$ cat src/pkg/wgrf_params.svh
// Offsets, field positions, reset values and timing counts of the waveform core.
// Assumes a 40 MHz clock and a 7-bit register address.
// What this block does
// - Channel 0 alone produces a continuous code waveform for PWM comparison.
// - Shape 0b000 makes a triangle ramping between low and high level codes.
// - Triangle period is two step intervals times ceiling of span over increment.
// - Shape 0b001 gives rising sawtooth, 0b010 gives falling sawtooth over same range.
// - Sawtooth period is step interval times ceiling of span over increment, plus one.
// - Oscillator error is held as two's complement, 0.2 percent per bit.
// - Reset loads stored defaults; bus access is accepted only after boot delay.
// - Key 0b1010 in trigger reset field starts a software reset like power-on.
// - Map lock bit set blocks writes to all registers except the trigger register.
// - Software reset through the trigger register still works while locked.
// - Key 0b0101 in trigger unlock field clears the lock and allows writes.
// - A CRC-16-CCITT is kept with stored data and checked at start-up.
// - Separate alarms flag user store and factory store check failures.
// - Check alarms change only during boot, never in normal operation.
// - On any alarm, registers take factory values and stay readable and writable.
// - Software reset or power cycle clears alarms and reloads user stored bits.
// - Output amplifier and internal reference power down independently.
// - Default: outputs enabled, internal reference off; store may change output state.
// - Power-down field: 00 up, 01 10k, 10 100k, 11 high impedance.
`ifndef WGRF_PARAMS_SVH
`define WGRF_PARAMS_SVH

`define WGRF_CLK_MHZ        40
`define WGRF_BOOT_NS        5000
`define WGRF_BOOT_CYC       ((`WGRF_BOOT_NS * `WGRF_CLK_MHZ + 999) / 1000)
`define WGRF_STEP_BASE_NS   1000
`define WGRF_STEP_BASE_CYC  ((`WGRF_STEP_BASE_NS * `WGRF_CLK_MHZ + 999) / 1000)

`define WGRF_OFS_FUNC_CFG   7'h00
`define WGRF_OFS_CODE_STEP  7'h01
`define WGRF_OFS_FUNC_MIN   7'h02
`define WGRF_OFS_FUNC_MAX   7'h03
`define WGRF_OFS_FREQ_ERR   7'h04
`define WGRF_OFS_COMMON     7'h05
`define WGRF_OFS_TRIGGER    7'h06
`define WGRF_OFS_STATUS     7'h07
`define WGRF_OFS_WAVE_CODE  7'h08

`define WGRF_SHAPE_TRI      3'h0
`define WGRF_SHAPE_SAW      3'h1
`define WGRF_SHAPE_INV      3'h2
`define WGRF_KEY_RESET      4'hA
`define WGRF_KEY_UNLOCK     4'h5
`define WGRF_BIT_LOCK       0
`define WGRF_BIT_INTREF     1

`define WGRF_RST_FUNC_CFG   16'h0000
`define WGRF_RST_CODE_STEP  10'h001
`define WGRF_RST_FUNC_MIN   10'h000
`define WGRF_RST_FUNC_MAX   10'h3FF
`define WGRF_RST_FREQ_ERR   8'h00
`define WGRF_RST_COMMON     6'h00
`define WGRF_CRC_INIT       16'hFFFF
`define WGRF_CRC_POLY       16'h1021
`define WGRF_USER_BITS      52
`define WGRF_FACT_BITS      8

`endif

$ cat src/hdl/unused_placeholder_removed.sv
`timescale 1ns/1ps
`default_nettype none
`default_nettype wire

$ cat src/pkg/wgrf_pkg.sv
// Types shared by the waveform core and its bench.
// Assumes the constants header is compiled alongside.
package wgrf_pkg;

   typedef enum logic {WGRF_BOOT, WGRF_RUN} wgrf_state_t;

   typedef struct packed {
      logic        wr;
      logic        rd;
      logic [6:0]  addr;
      logic [15:0] wdata;
   } wgrf_bus_req_t;

   typedef struct packed {
      logic [15:0] funcCfg;
      logic [9:0]  codeStep;
      logic [9:0]  minCode;
      logic [9:0]  maxCode;
      logic [5:0]  common;
      logic [15:0] crc;
   } wgrf_user_img_t;

   typedef struct packed {
      logic [7:0]  freqErr;
      logic [15:0] crc;
   } wgrf_fact_img_t;

endpackage

$ cat src/hdl/wgrf_core.sv
// Waveform generator, boot check, reset, lock and power-down control.
// Assumes stored images are steady inputs and the bus master obeys strobe timing.
`timescale 1ns/1ps
`default_nettype none
`include "wgrf_params.svh"

module wgrf_core
(
   input  wire logic                    clock,
   input  wire logic                    rst_b,
   input  wire wgrf_pkg::wgrf_bus_req_t busReq,
   input  wire wgrf_pkg::wgrf_user_img_t userImage,
   input  wire wgrf_pkg::wgrf_fact_img_t factoryImage,
   output logic [15:0]                  readData_r,
   output logic [9:0]                   waveCode_r,
   output logic                         bootBusy_r,
   output logic                         intRefEn_r,
   output logic [15:0]                  storeCrc_r,
   output logic [1:0]                   outPoweredUp_r,
   output logic [1:0]                   outPull10k_r,
   output logic [1:0]                   outPull100k_r,
   output logic [1:0]                   outHiZ_r
);

   localparam logic [7:0] BOOT_LAST = 8'(`WGRF_BOOT_CYC - 1);
   localparam logic [5:0] BASE_LAST = 6'(`WGRF_STEP_BASE_CYC - 1);

   function automatic logic [15:0] wgrf_crc16(input logic [63:0] data, input int nbits);
      logic [15:0] c;
      logic        fb;
      c = `WGRF_CRC_INIT;
      for (int i = 63; i >= 0; i--)
      begin
         if (i < nbits)
         begin
            fb = c[15] ^ data[i];
            c  = {c[14:0], 1'b0} ^ (fb ? `WGRF_CRC_POLY : 16'h0000);
         end
      end
      return c;
   endfunction

   wgrf_pkg::wgrf_state_t state_r;
   wgrf_pkg::wgrf_state_t stateNxt;
   logic [7:0]  bootCnt_r;
   logic [7:0]  bootCntNxt;
   logic [15:0] funcCfg_r;
   logic [15:0] funcCfgNxt;
   logic [9:0]  codeStep_r;
   logic [9:0]  codeStepNxt;
   logic [9:0]  minCode_r;
   logic [9:0]  minCodeNxt;
   logic [9:0]  maxCode_r;
   logic [9:0]  maxCodeNxt;
   logic [7:0]  freqErr_r;
   logic [7:0]  freqErrNxt;
   logic [5:0]  common_r;
   logic [5:0]  commonNxt;
   logic        userAlarm_r;
   logic        userAlarmNxt;
   logic        factAlarm_r;
   logic        factAlarmNxt;
   logic [5:0]  baseCnt_r;
   logic [5:0]  baseCntNxt;
   logic [7:0]  stepCnt_r;
   logic [7:0]  stepCntNxt;
   logic        dirUp_r;
   logic        dirUpNxt;
   logic [9:0]  waveCodeNxt;
   logic [15:0] readDataNxt;
   logic [15:0] storeCrcNxt;
   logic        stepTick;
   logic        swResetHit;
   logic        locked;
   logic [63:0] userNow;
   logic [63:0] userStored;

   assign locked     = common_r[`WGRF_BIT_LOCK];
   assign stepTick   = (baseCnt_r == BASE_LAST) && (stepCnt_r == funcCfg_r[15:8]);
   assign swResetHit = (state_r == wgrf_pkg::WGRF_RUN) && busReq.wr && (busReq.addr == `WGRF_OFS_TRIGGER)
                       && (busReq.wdata[3:0] == `WGRF_KEY_RESET);
   assign userNow    = {12'h000, funcCfg_r, codeStep_r, minCode_r, maxCode_r, common_r};
   assign userStored = {12'h000, userImage.funcCfg, userImage.codeStep, userImage.minCode,
                        userImage.maxCode, userImage.common};

   always_comb
   begin
      logic [10:0] upSum;
      logic [10:0] downFloor;
      logic        userOk;
      logic        factOk;
      upSum        = {1'b0, waveCode_r} + {1'b0, codeStep_r};
      downFloor    = {1'b0, minCode_r} + {1'b0, codeStep_r};
      userOk       = 1'b0;
      factOk       = 1'b0;
      stateNxt     = state_r;
      bootCntNxt   = bootCnt_r;
      funcCfgNxt   = funcCfg_r;
      codeStepNxt  = codeStep_r;
      minCodeNxt   = minCode_r;
      maxCodeNxt   = maxCode_r;
      freqErrNxt   = freqErr_r;
      commonNxt    = common_r;
      userAlarmNxt = userAlarm_r;
      factAlarmNxt = factAlarm_r;
      baseCntNxt   = baseCnt_r;
      stepCntNxt   = stepCnt_r;
      dirUpNxt     = dirUp_r;
      waveCodeNxt  = waveCode_r;
      readDataNxt  = 16'h0000;
      storeCrcNxt  = wgrf_crc16(userNow, `WGRF_USER_BITS);
      case (state_r)
         wgrf_pkg::WGRF_BOOT:
         begin
            if (bootCnt_r == BOOT_LAST)
            begin
               userOk       = wgrf_crc16(userStored, `WGRF_USER_BITS) == userImage.crc;
               factOk       = wgrf_crc16({56'h0, factoryImage.freqErr}, `WGRF_FACT_BITS) == factoryImage.crc;
               userAlarmNxt = !userOk;
               factAlarmNxt = !factOk;
               if (userOk && factOk)
               begin
                  funcCfgNxt  = userImage.funcCfg;
                  codeStepNxt = userImage.codeStep;
                  minCodeNxt  = userImage.minCode;
                  maxCodeNxt  = userImage.maxCode;
                  commonNxt   = userImage.common;
               end
               if (factOk)
               begin
                  freqErrNxt = factoryImage.freqErr;
               end
               waveCodeNxt = (userOk && factOk) ? userImage.minCode : `WGRF_RST_FUNC_MIN;
               dirUpNxt    = 1'b1;
               baseCntNxt  = 6'h00;
               stepCntNxt  = 8'h00;
               stateNxt    = wgrf_pkg::WGRF_RUN;
            end
            else
            begin
               bootCntNxt = bootCnt_r + 8'h01;
            end
         end
         wgrf_pkg::WGRF_RUN:
         begin
            // Step timing: base tick, then programmable count of base ticks
            if (baseCnt_r == BASE_LAST)
            begin
               baseCntNxt = 6'h00;
               stepCntNxt = stepTick ? 8'h00 : stepCnt_r + 8'h01;
            end
            else
            begin
               baseCntNxt = baseCnt_r + 6'h01;
            end
            if (waveCode_r < minCode_r || waveCode_r > maxCode_r)
            begin
               waveCodeNxt = minCode_r;
               dirUpNxt    = 1'b1;
            end
            else if (stepTick)
            begin
               case (funcCfg_r[2:0])
                  `WGRF_SHAPE_TRI:
                  begin
                     if (dirUp_r)
                     begin
                        if (upSum >= {1'b0, maxCode_r})
                        begin
                           waveCodeNxt = maxCode_r;
                           dirUpNxt    = 1'b0;
                        end
                        else
                        begin
                           waveCodeNxt = upSum[9:0];
                        end
                     end
                     else if ({1'b0, waveCode_r} <= downFloor)
                     begin
                        waveCodeNxt = minCode_r;
                        dirUpNxt    = 1'b1;
                     end
                     else
                     begin
                        waveCodeNxt = waveCode_r - codeStep_r;
                     end
                  end
                  `WGRF_SHAPE_SAW:
                  begin
                     if (waveCode_r >= maxCode_r)
                        waveCodeNxt = minCode_r;
                     else if (upSum >= {1'b0, maxCode_r})
                        waveCodeNxt = maxCode_r;
                     else
                        waveCodeNxt = upSum[9:0];
                  end
                  `WGRF_SHAPE_INV:
                  begin
                     if (waveCode_r <= minCode_r)
                        waveCodeNxt = maxCode_r;
                     else if ({1'b0, waveCode_r} <= downFloor)
                        waveCodeNxt = minCode_r;
                     else
                        waveCodeNxt = waveCode_r - codeStep_r;
                  end
                  default:
                  begin
                     waveCodeNxt = minCode_r;
                  end
               endcase
            end
            // Register reads
            if (busReq.rd)
            begin
               case (busReq.addr)
                  `WGRF_OFS_FUNC_CFG:  readDataNxt = funcCfg_r;
                  `WGRF_OFS_CODE_STEP: readDataNxt = {6'h00, codeStep_r};
                  `WGRF_OFS_FUNC_MIN:  readDataNxt = {6'h00, minCode_r};
                  `WGRF_OFS_FUNC_MAX:  readDataNxt = {6'h00, maxCode_r};
                  `WGRF_OFS_FREQ_ERR:  readDataNxt = {8'h00, freqErr_r};
                  `WGRF_OFS_COMMON:    readDataNxt = {10'h000, common_r};
                  `WGRF_OFS_STATUS:    readDataNxt = {14'h0000, factAlarm_r, userAlarm_r};
                  `WGRF_OFS_WAVE_CODE: readDataNxt = {6'h00, waveCode_r};
                  default:             readDataNxt = 16'h0000;
               endcase
            end
            // Register writes
            if (swResetHit)
            begin
               stateNxt     = wgrf_pkg::WGRF_BOOT;
               bootCntNxt   = 8'h00;
               userAlarmNxt = 1'b0;
               factAlarmNxt = 1'b0;
               funcCfgNxt   = `WGRF_RST_FUNC_CFG;
               codeStepNxt  = `WGRF_RST_CODE_STEP;
               minCodeNxt   = `WGRF_RST_FUNC_MIN;
               maxCodeNxt   = `WGRF_RST_FUNC_MAX;
               freqErrNxt   = `WGRF_RST_FREQ_ERR;
               commonNxt    = `WGRF_RST_COMMON;
               waveCodeNxt  = `WGRF_RST_FUNC_MIN;
            end
            else if (busReq.wr && busReq.addr == `WGRF_OFS_TRIGGER)
            begin
               if (busReq.wdata[7:4] == `WGRF_KEY_UNLOCK)
                  commonNxt[`WGRF_BIT_LOCK] = 1'b0;
            end
            else if (busReq.wr && !locked)
            begin
               case (busReq.addr)
                  `WGRF_OFS_FUNC_CFG:  funcCfgNxt  = busReq.wdata;
                  `WGRF_OFS_CODE_STEP: codeStepNxt = busReq.wdata[9:0];
                  `WGRF_OFS_FUNC_MIN:  minCodeNxt  = busReq.wdata[9:0];
                  `WGRF_OFS_FUNC_MAX:  maxCodeNxt  = busReq.wdata[9:0];
                  `WGRF_OFS_FREQ_ERR:  freqErrNxt  = busReq.wdata[7:0];
                  `WGRF_OFS_COMMON:    commonNxt   = busReq.wdata[5:0];
                  default:             commonNxt   = common_r;
               endcase
            end
         end
         default:
         begin
            stateNxt = wgrf_pkg::WGRF_BOOT;
         end
      endcase
   end

   always_ff @(posedge clock or negedge rst_b)
   begin
      if (!rst_b)
      begin
         state_r     <= wgrf_pkg::WGRF_BOOT;
         bootCnt_r   <= 8'h00;
         funcCfg_r   <= `WGRF_RST_FUNC_CFG;
         codeStep_r  <= `WGRF_RST_CODE_STEP;
         minCode_r   <= `WGRF_RST_FUNC_MIN;
         maxCode_r   <= `WGRF_RST_FUNC_MAX;
         freqErr_r   <= `WGRF_RST_FREQ_ERR;
         common_r    <= `WGRF_RST_COMMON;
         userAlarm_r <= 1'b0;
         factAlarm_r <= 1'b0;
         baseCnt_r   <= 6'h00;
         stepCnt_r   <= 8'h00;
         dirUp_r     <= 1'b1;
         waveCode_r  <= `WGRF_RST_FUNC_MIN;
         readData_r  <= 16'h0000;
         storeCrc_r  <= 16'h0000;
         bootBusy_r  <= 1'b1;
         intRefEn_r  <= 1'b0;
      end
      else
      begin
         state_r     <= stateNxt;
         bootCnt_r   <= bootCntNxt;
         funcCfg_r   <= funcCfgNxt;
         codeStep_r  <= codeStepNxt;
         minCode_r   <= minCodeNxt;
         maxCode_r   <= maxCodeNxt;
         freqErr_r   <= freqErrNxt;
         common_r    <= commonNxt;
         userAlarm_r <= userAlarmNxt;
         factAlarm_r <= factAlarmNxt;
         baseCnt_r   <= baseCntNxt;
         stepCnt_r   <= stepCntNxt;
         dirUp_r     <= dirUpNxt;
         waveCode_r  <= waveCodeNxt;
         readData_r  <= readDataNxt;
         storeCrc_r  <= storeCrcNxt;
         bootBusy_r  <= (stateNxt == wgrf_pkg::WGRF_BOOT);
         intRefEn_r  <= commonNxt[`WGRF_BIT_INTREF];
      end
   end

   // Per-channel output stage decode
   genvar ch;
   generate
      for (ch = 0; ch < 2; ch++)
      begin : g_chan
         logic [1:0] pdnNxt;
         logic [3:0] modeNxt;
         always_comb
         begin
            pdnNxt  = commonNxt[2 + 2 * ch +: 2];
            modeNxt = 4'h0;
            case (pdnNxt)
               2'h0:    modeNxt = 4'h1;
               2'h1:    modeNxt = 4'h2;
               2'h2:    modeNxt = 4'h4;
               default: modeNxt = 4'h8;
            endcase
         end
         always_ff @(posedge clock or negedge rst_b)
         begin
            if (!rst_b)
            begin
               outPoweredUp_r[ch] <= 1'b1;
               outPull10k_r[ch]   <= 1'b0;
               outPull100k_r[ch]  <= 1'b0;
               outHiZ_r[ch]       <= 1'b0;
            end
            else
            begin
               outPoweredUp_r[ch] <= modeNxt[0];
               outPull10k_r[ch]   <= modeNxt[1];
               outPull100k_r[ch]  <= modeNxt[2];
               outHiZ_r[ch]       <= modeNxt[3];
            end
         end
      end
   endgenerate

   // Checks
   localparam int BOOT_LEN = `WGRF_BOOT_CYC;
   logic [8:0] busyLen;
   always_ff @(posedge clock or negedge rst_b)
   begin
      if (!rst_b)
         busyLen <= 9'h000;
      else
         busyLen <= bootBusy_r ? busyLen + 9'h001 : 9'h000;
   end

   function automatic logic upSum_ge_max();
      return ({1'b0, waveCode_r} + {1'b0, codeStep_r}) >= {1'b0, maxCode_r} && waveCode_r <= maxCode_r;
   endfunction
endmodule
`default_nettype wire

$ cat config.mk
export PLATFORM = sky130hd
export DESIGN_NAME = wgrf_core
export DESIGN_NICKNAME = d
export VERILOG_FILES = /design/src/hdl/unused_placeholder_removed.sv /design/src/pkg/wgrf_pkg.sv /design/src/hdl/wgrf_core.sv
export VERILOG_INCLUDE_DIRS = /design/src /design/src/pkg
export SDC_FILE = /design/constraint.sdc
export NUM_CORES = 1
export LEC_CHECK = 0
export BUFFER_PORTS_ARGS = -buffer_cell sky130_fd_sc_hd__buf_2
export CAP_MARGIN = 5
export CORE_ASPECT_RATIO = 1.25
export CORE_MARGIN = 1.5
export CORE_UTILIZATION = 35
export CTS_CLUSTER_SIZE = 20
export DETAILED_ROUTE_END_ITERATION = 8
export PLACE_DENSITY = 0.5
export SLEW_MARGIN = 20
export SYNTH_ARGS = -nofsm -noshare
export SYNTH_HDL_FRONTEND = slang
export SYNTH_SLANG_ARGS = --single-unit
$ cat constraint.sdc
create_clock -name clock -period 10.2 [get_ports clock]
set_input_delay 3.06 -clock clock [delete_from_list [all_inputs] [get_ports clock]]
set_output_delay 3.06 -clock clock [all_outputs]
set_load 0.05 [all_outputs]
==> results.toml, run 1 <==
[status]
outcome = "finished clean"

[placement]
io_buffer_count = 170
gp_congestion = 0.934
dp_hpwl_um = 36900

[clocking]
cts_hold_buf = 0
cts_buffers = 17
clock_latency_ns = 0.45
htree_levels = 4
postCtsSetupBuffers = 0
clock_sinks = 137
cts_tree = "done"
clk_pin_slew_ns = 0.06
cts.path.max_buffers = 2
cts_resized = 0
root_buffer = "clkbuf_16"

[critical_path]
crit_path_max_fanout = 20
ff2ff_path_depth = 19
cpMaxStageDelayCell = "xor3_1"
cpPeakStageDelay_ns = 0.54
path_cells = "buf_2, xnor3_1, xor2_2, xor3_1, xor2_1, xnor2_2, xnor2_1, xor3_1, a221oi_1, o21ai_1, nor4b_4, o21a_2, nand2_1, a221oi_1, a21oi_1"
rrSetupSlack_ns = 4.86
criticalPathCategory = "input pin to flop"
crit_required_ns = 10.50
arrival_ns = 8.03
crit_buf_inv = 1
worstSetupStartpointType = "input pin"
cp_top_family = "XOR/XNOR gates"
r2r_start = "codeStep_r[1]"
rr_endpoint = "waveCode_r[3]"
end_kind = "flop"

[global_route]
grt-ovfl-total = 0
grt_pass1_wl_um = 69000
grt_pass1_vias = 11100
track_usage_pct = 24.9
antenna_found_initial = 1
grt_max_degree = 79

[floorplan]
fp.dieW_um = 173
io_pins = 171
die_h_um = 216
core-area_um2 = 35500
start_util_pct = 35.7
placementRows = 77
die_area_um2 = 37300

[timing]
finalHoldViolCount = 0
finalMaxSlewViolations = 0
max_freq_mhz = 129
rsz0062_at_grt = "no"
skew_ns = 0.0160
period_share_pct = 75.8
slew_headroom_pct = 28.9
finalSetupViolations = 0
worst_slew_pin_slew_ns = 1.05
min_period_ns = 7.73
finalSetupTns_ns = 0

[synth]
synth_edf_count = 0
syn_inst = 1381
synth_ff_type = "dfrtp_1"
ys_ff_latch = 137
synth_area_leaders = "dfrtp_1, xnor2_1, ha_1, xnor3_1, xor2_1"
synth.yosys.warnings = 0
avgSynthCellArea_um2 = 9.16
synth_top_area_share_pct = 24.1
async_reset_ff_share_pct = 100
ys_types = 75
synth-seq-area-share_pct = 27.2
synth_nets = 1575
syn_area_um2 = 12700
synth_area_leader_cell = "dfrtp_1"

[min_path]
hold_path.class = "flop to flop"
worstHoldPathCells = 2
min_to = "factAlarm_r"
hp-start = "factAlarm_r"

[drt]
routed_wl_um = 46000
drt_iter0_drc = 719
avgViaCountPerCell = 5.38
drc = 0
antenna_left = 0
post_drt_wl_per_cell_um = 22.8
dr.pass1.iters = 5
vias = 10800

[run]
cap_violations = 0

[layout]
fin_util_pct = 41.1
fin_nets = 1721
area_delta_synth_final_pct = 15.1
fill_cells = 3738
diodes = 0
drive_gt1_share_pct = 17.4
per-stage QoR:
stage | worst slack (ns) | hold slack [ns] | cell area, um^2 | cells
2_1_floorplan | 3.01 | 0.463 | 12700 | 1381
3_3_place_gp | 2.18 | 0.488 | 14000 | 1982
5_1_grt | 2.08 | 0.529 | 14600 | 2013
3_5_place_dp | 2.08 | 0.488 | 14000 | 1982
4_1_cts | 2.53 | 0.503 | 14600 | 2013
6_report | 2.47 | 0.501 | 14600 | 2013
layout by cell type, fill, tap and decap left out, types with 17 or more instances in the layout:
cell / count
xnor2_1: 224
buf_2: 169
dfrtp_1: 122
nand2_1: 119
a21oi_1: 84
nor2_1: 76
o21ai_0: 76
ha_1: 72
inv_1: 63
xor2_1: 60
mux2i_1: 32
nand3_1: 27
xnor3_1: 25
and3_1: 23
o21ai_1: 22
a21o_1: 19
nor2b_1: 17
clkbuf_16: 17
synthesized netlist by cell type (all sizes together), types with 8 or more instances:
master and n:
nor3 8, xnor3 28, nand2 120, nand2b 13, ha 72, clkbuf 43, xor3 9, buf 13
nand3 27, xor2 63, nor2 76, a21boi 10, nand4 15, mux2 13, a21oi 84, o21a 9
xnor2 231, o21ai 100, or3 8, a21o 19, inv 63, and2 13, mux2i 32, dfrtp 122
and3 23, o21bai 10, a31oi 12, nor2b 17, a22oi 10, dfstp 15, o22ai 9
state kept, by name (all words and copies together) (netlist names):
register,count
dirUp_r,1
bootCnt_r,8
factAlarm_r,1
baseCnt_r,6
outHiZ_r,2
codeStep_r,10
outPull100k_r,2
minCode_r,10
freqErr_r,8
common_r,6
outPoweredUp_r,2
outPull10k_r,2
userAlarm_r,1
maxCode_r,10
waveCode_r,10
funcCfg_r,16
stepCnt_r,8
state_r,1
bootBusy_r,1
readData_r,16
storeCrc_r,16
how the worst max path moves through the flow:
stage                        startpoint            end  slack, ns  depth (start not counted)
after global routing      userImage[63]  codeStep_r[8]       2.08                         15
after detailed placement  userImage[63]  codeStep_r[8]       2.08                         15
final                     userImage[63]  codeStep_r[8]       2.47                         15
after floorplan           userImage[61]  codeStep_r[8]       3.01                         16
after global placement    userImage[63]  codeStep_r[8]       2.18                         15
after CTS                 userImage[63]  codeStep_r[8]       2.53                         15
layout make-up:
type / count / area [um^2] / share of cell area (%)
multi-input combinational: 1124 / 8770 / 60.2
sequential: 137 / 3450 / 23.7
timing repair buffer: 183 / 955 / 6.56
tap: 474 / 593 / 4.07
clock buffer: 23 / 458 / 3.14
inverter: 64 / 240 / 1.65
clock inverter: 8 / 97.6 / 0.670
metal layers:
metal	global-route usage (%)	wire length, um	up-vias
met2	44.4	23000	338
met4	13.2	2290	2
met5	0	12	-
met3	3.17	2000	95
met1	29.2	18700	5288
li1	-	-	5117
worst register-to-register path, stage by stage, from the launching register on:
cell and delay [ns]:
dfrtp_1 0.61, inv_1 0.28, ha_1 0.35, nand2b_1 0.14
a21oi_1 0.19, o21bai_1 0.09, a21oi_1 0.22, o21bai_1 0.09
a21oi_1 0.27, o21ai_0 0.17, nor4b_1 0.17, a2111oi_0 0.56
ha_1 0.35, o21ai_0 0.16, o211a_1 0.51, mux2_2 0.41
nand3_1 0.08, o2111ai_1 0.11, o221ai_1 0.31, a31oi_1 0.14
logic make-up (layout without fill, tap and decap cells):
family,after synthesis,count (layout),share of synthesized area [%]
xor gates and xnor gates,331,331,27.8
DFF,137,137,27.2
buffers and inverters,120,278,3.69
muxes,50,50,4.58
AOI/OAI and AO/OA,324,324,15.9
and+or+nand+nor,344,344,13.2
adders and majority gates,75,75,7.59
Power of run 1 is left out: the tool's default activity adds up to more than one toggle a clock period on the data nets, which glitch-free logic cannot reach.
==> inputs of run 2 (changes only) <==
==> constraint.sdc (replaced) <==
create_clock -name clock -period 7.4 [get_ports clock]
set_input_delay 2.22 -clock clock [delete_from_list [all_inputs] [get_ports clock]]
set_output_delay 2.22 -clock clock [all_outputs]
set_load 0.05 [all_outputs]
==> run 2 against run 1 <==
Effect of this change: first-iteration DRC count is 16% lower; global-route usage is 0.092 points higher; cell count increased by 0.20%; utilization up 0.20 points; wire length about the same; largest cell class unchanged.
==> results.toml, run 2 (same netlist as run 1, synthesis figures left out) <==
[floorplan]
fp.dieW_um = 173
io_pins = 171
die_area_um2 = 37300
placementRows = 77
core-area_um2 = 35500
die_h_um = 216
start_util_pct = 35.7

[placement]
placed_cells = 1985
gp_congestion = 0.944
io_buffer_count = 170
dp_hpwl_um = 36800
place_ws_ns = 0.410

[critical_path]
arrival_ns = 6.87
cpMaxStageDelayCell = "xor3_1"
worstSetupStartpointType = "input pin"
cpPeakStageDelay_ns = 0.53
rrSetupSlack_ns = 1.86
crit_required_ns = 7.70
path_cells = "buf_2, xnor3_1, xor2_2, xor3_1, xor2_1, xnor2_2, xnor2_1, xor3_1, a221oi_1, o21ai_1, nor4b_4, o21a_2, nand2_1, a221oi_1, a21oi_1"
end_kind = "flop"
criticalPathCategory = "input pin to flop"
crit_path_max_fanout = 20

[layout]
layout_common_cells = "xnor2_1, buf_2, dfrtp_1"
fin_cells = 2017
area_delta_synth_final_pct = 15.6
fill_cells = 3697
final_common_cell = "xnor2_1"
diodes = 0
drive_gt1_share_pct = 17.7
reg.largest.list = "funcCfg_r x16, readData_r x16, storeCrc_r x16"
fin_nets = 1724

[run]
cap_violations = 0

[clocking]
cts_tree = "done"
htree_levels = 4
cts_resized = 0
cts_hold_buf = 0
clock_sinks = 137
clock_latency_ns = 0.45
cts.path.max_buffers = 2
clk_pin_slew_ns = 0.06
cts_buffers = 17
root_buffer = "clkbuf_16"
postCtsSetupBuffers = 0

[timing]
finalMaxSlewViolations = 0
worst_slew_pin_slew_ns = 1.10
finalSetupViolations = 0
slew_headroom_pct = 26.0
finalSetupTns_ns = 0
rsz0062_at_grt = "no"
skew_ns = 0.0132
finalHoldViolCount = 0
layout_setup_ws_ns = 0.829
max_freq_mhz = 152
period_share_pct = 88.8
min_period_ns = 6.57

[global_route]
track_usage_pct = 25.0
grt_pass1_vias = 11100
grt_max_degree = 77
grt-ovfl-total = 0
antenna_found_initial = 1
grt_pass1_wl_um = 69100

[drt]
drt_iter0_drc = 606
vias = 10800
post_drt_wl_per_cell_um = 22.8
antenna_left = 0
routed_wl_um = 46000
drc = 0
avgViaCountPerCell = 5.34
dr.pass1.iters = 6

[min_path]
hold_path.class = "flop to flop"

[status]
outcome = "finished clean"
run 2: cell types whose count changed in the layout (fill, tap and decap cells not counted), sizes merged:
cell,change
clkinvlp,-1
clkbuf,+2
buf,+3
run 2: per-stage QoR:
| stage | cell area [um^2] | utilization (%) | hold WS [ns] |
|---|---|---|---|
| after global routing | 14600 | 41.3 | 0.532 |
| after global placement | 14000 | 39.6 | 0.486 |
| final | 14600 | 41.3 | 0.516 |
| after CTS | 14600 | 41.3 | 0.513 |
| after detailed placement | 14000 | 39.6 | 0.498 |
| after floorplan | 12700 | - | 0.463 |
run 2: worst max-delay path: cells and delay by family:
kind,cells,cell delay (ns)
simple gates,2,0.68
buf+inv,1,0.15
xor+xnor,7,2.70
compound gates,5,1.10
run 2: layout make-up:
type / count / area (um^2) / share of cell area (%)
multi-input cells: 1124 / 8790 / 60.1
inverters: 64 / 240 / 1.64
clock buffers: 25 / 495 / 3.39
repair buffers: 186 / 977 / 6.68
clock inverters: 7 / 90.1 / 0.616
flip-flops and latches: 137 / 3450 / 23.6
well taps: 474 / 593 / 4.05
run 2: final timing paths:
path                                from       endpoint  cells after the start
min reg2reg                 maxCode_r[7]   maxCode_r[7]                      2
max                        userImage[63]   minCode_r[9]                     15
max in group asynchronous          rst_b  storeCrc_r[6]                      2
min in group asynchronous          rst_b   bootCnt_r[6]                      1
max reg2reg                codeStep_r[1]  waveCode_r[6]                     19
min                         maxCode_r[7]   maxCode_r[7]                      2
run 2: per-layer routing:
metal / GRT usage [%] / wire length (um) / up-vias
met1: 29.9 / 18900 / 5230
met3: 2.98 / 1750 / 84
met4: 12.9 / 2360 / 2
li1: - / - / 5122
met5: 0 / 14 / -
met2: 44.1 / 22900 / 332
Power of run 2 is left out for the same reason.
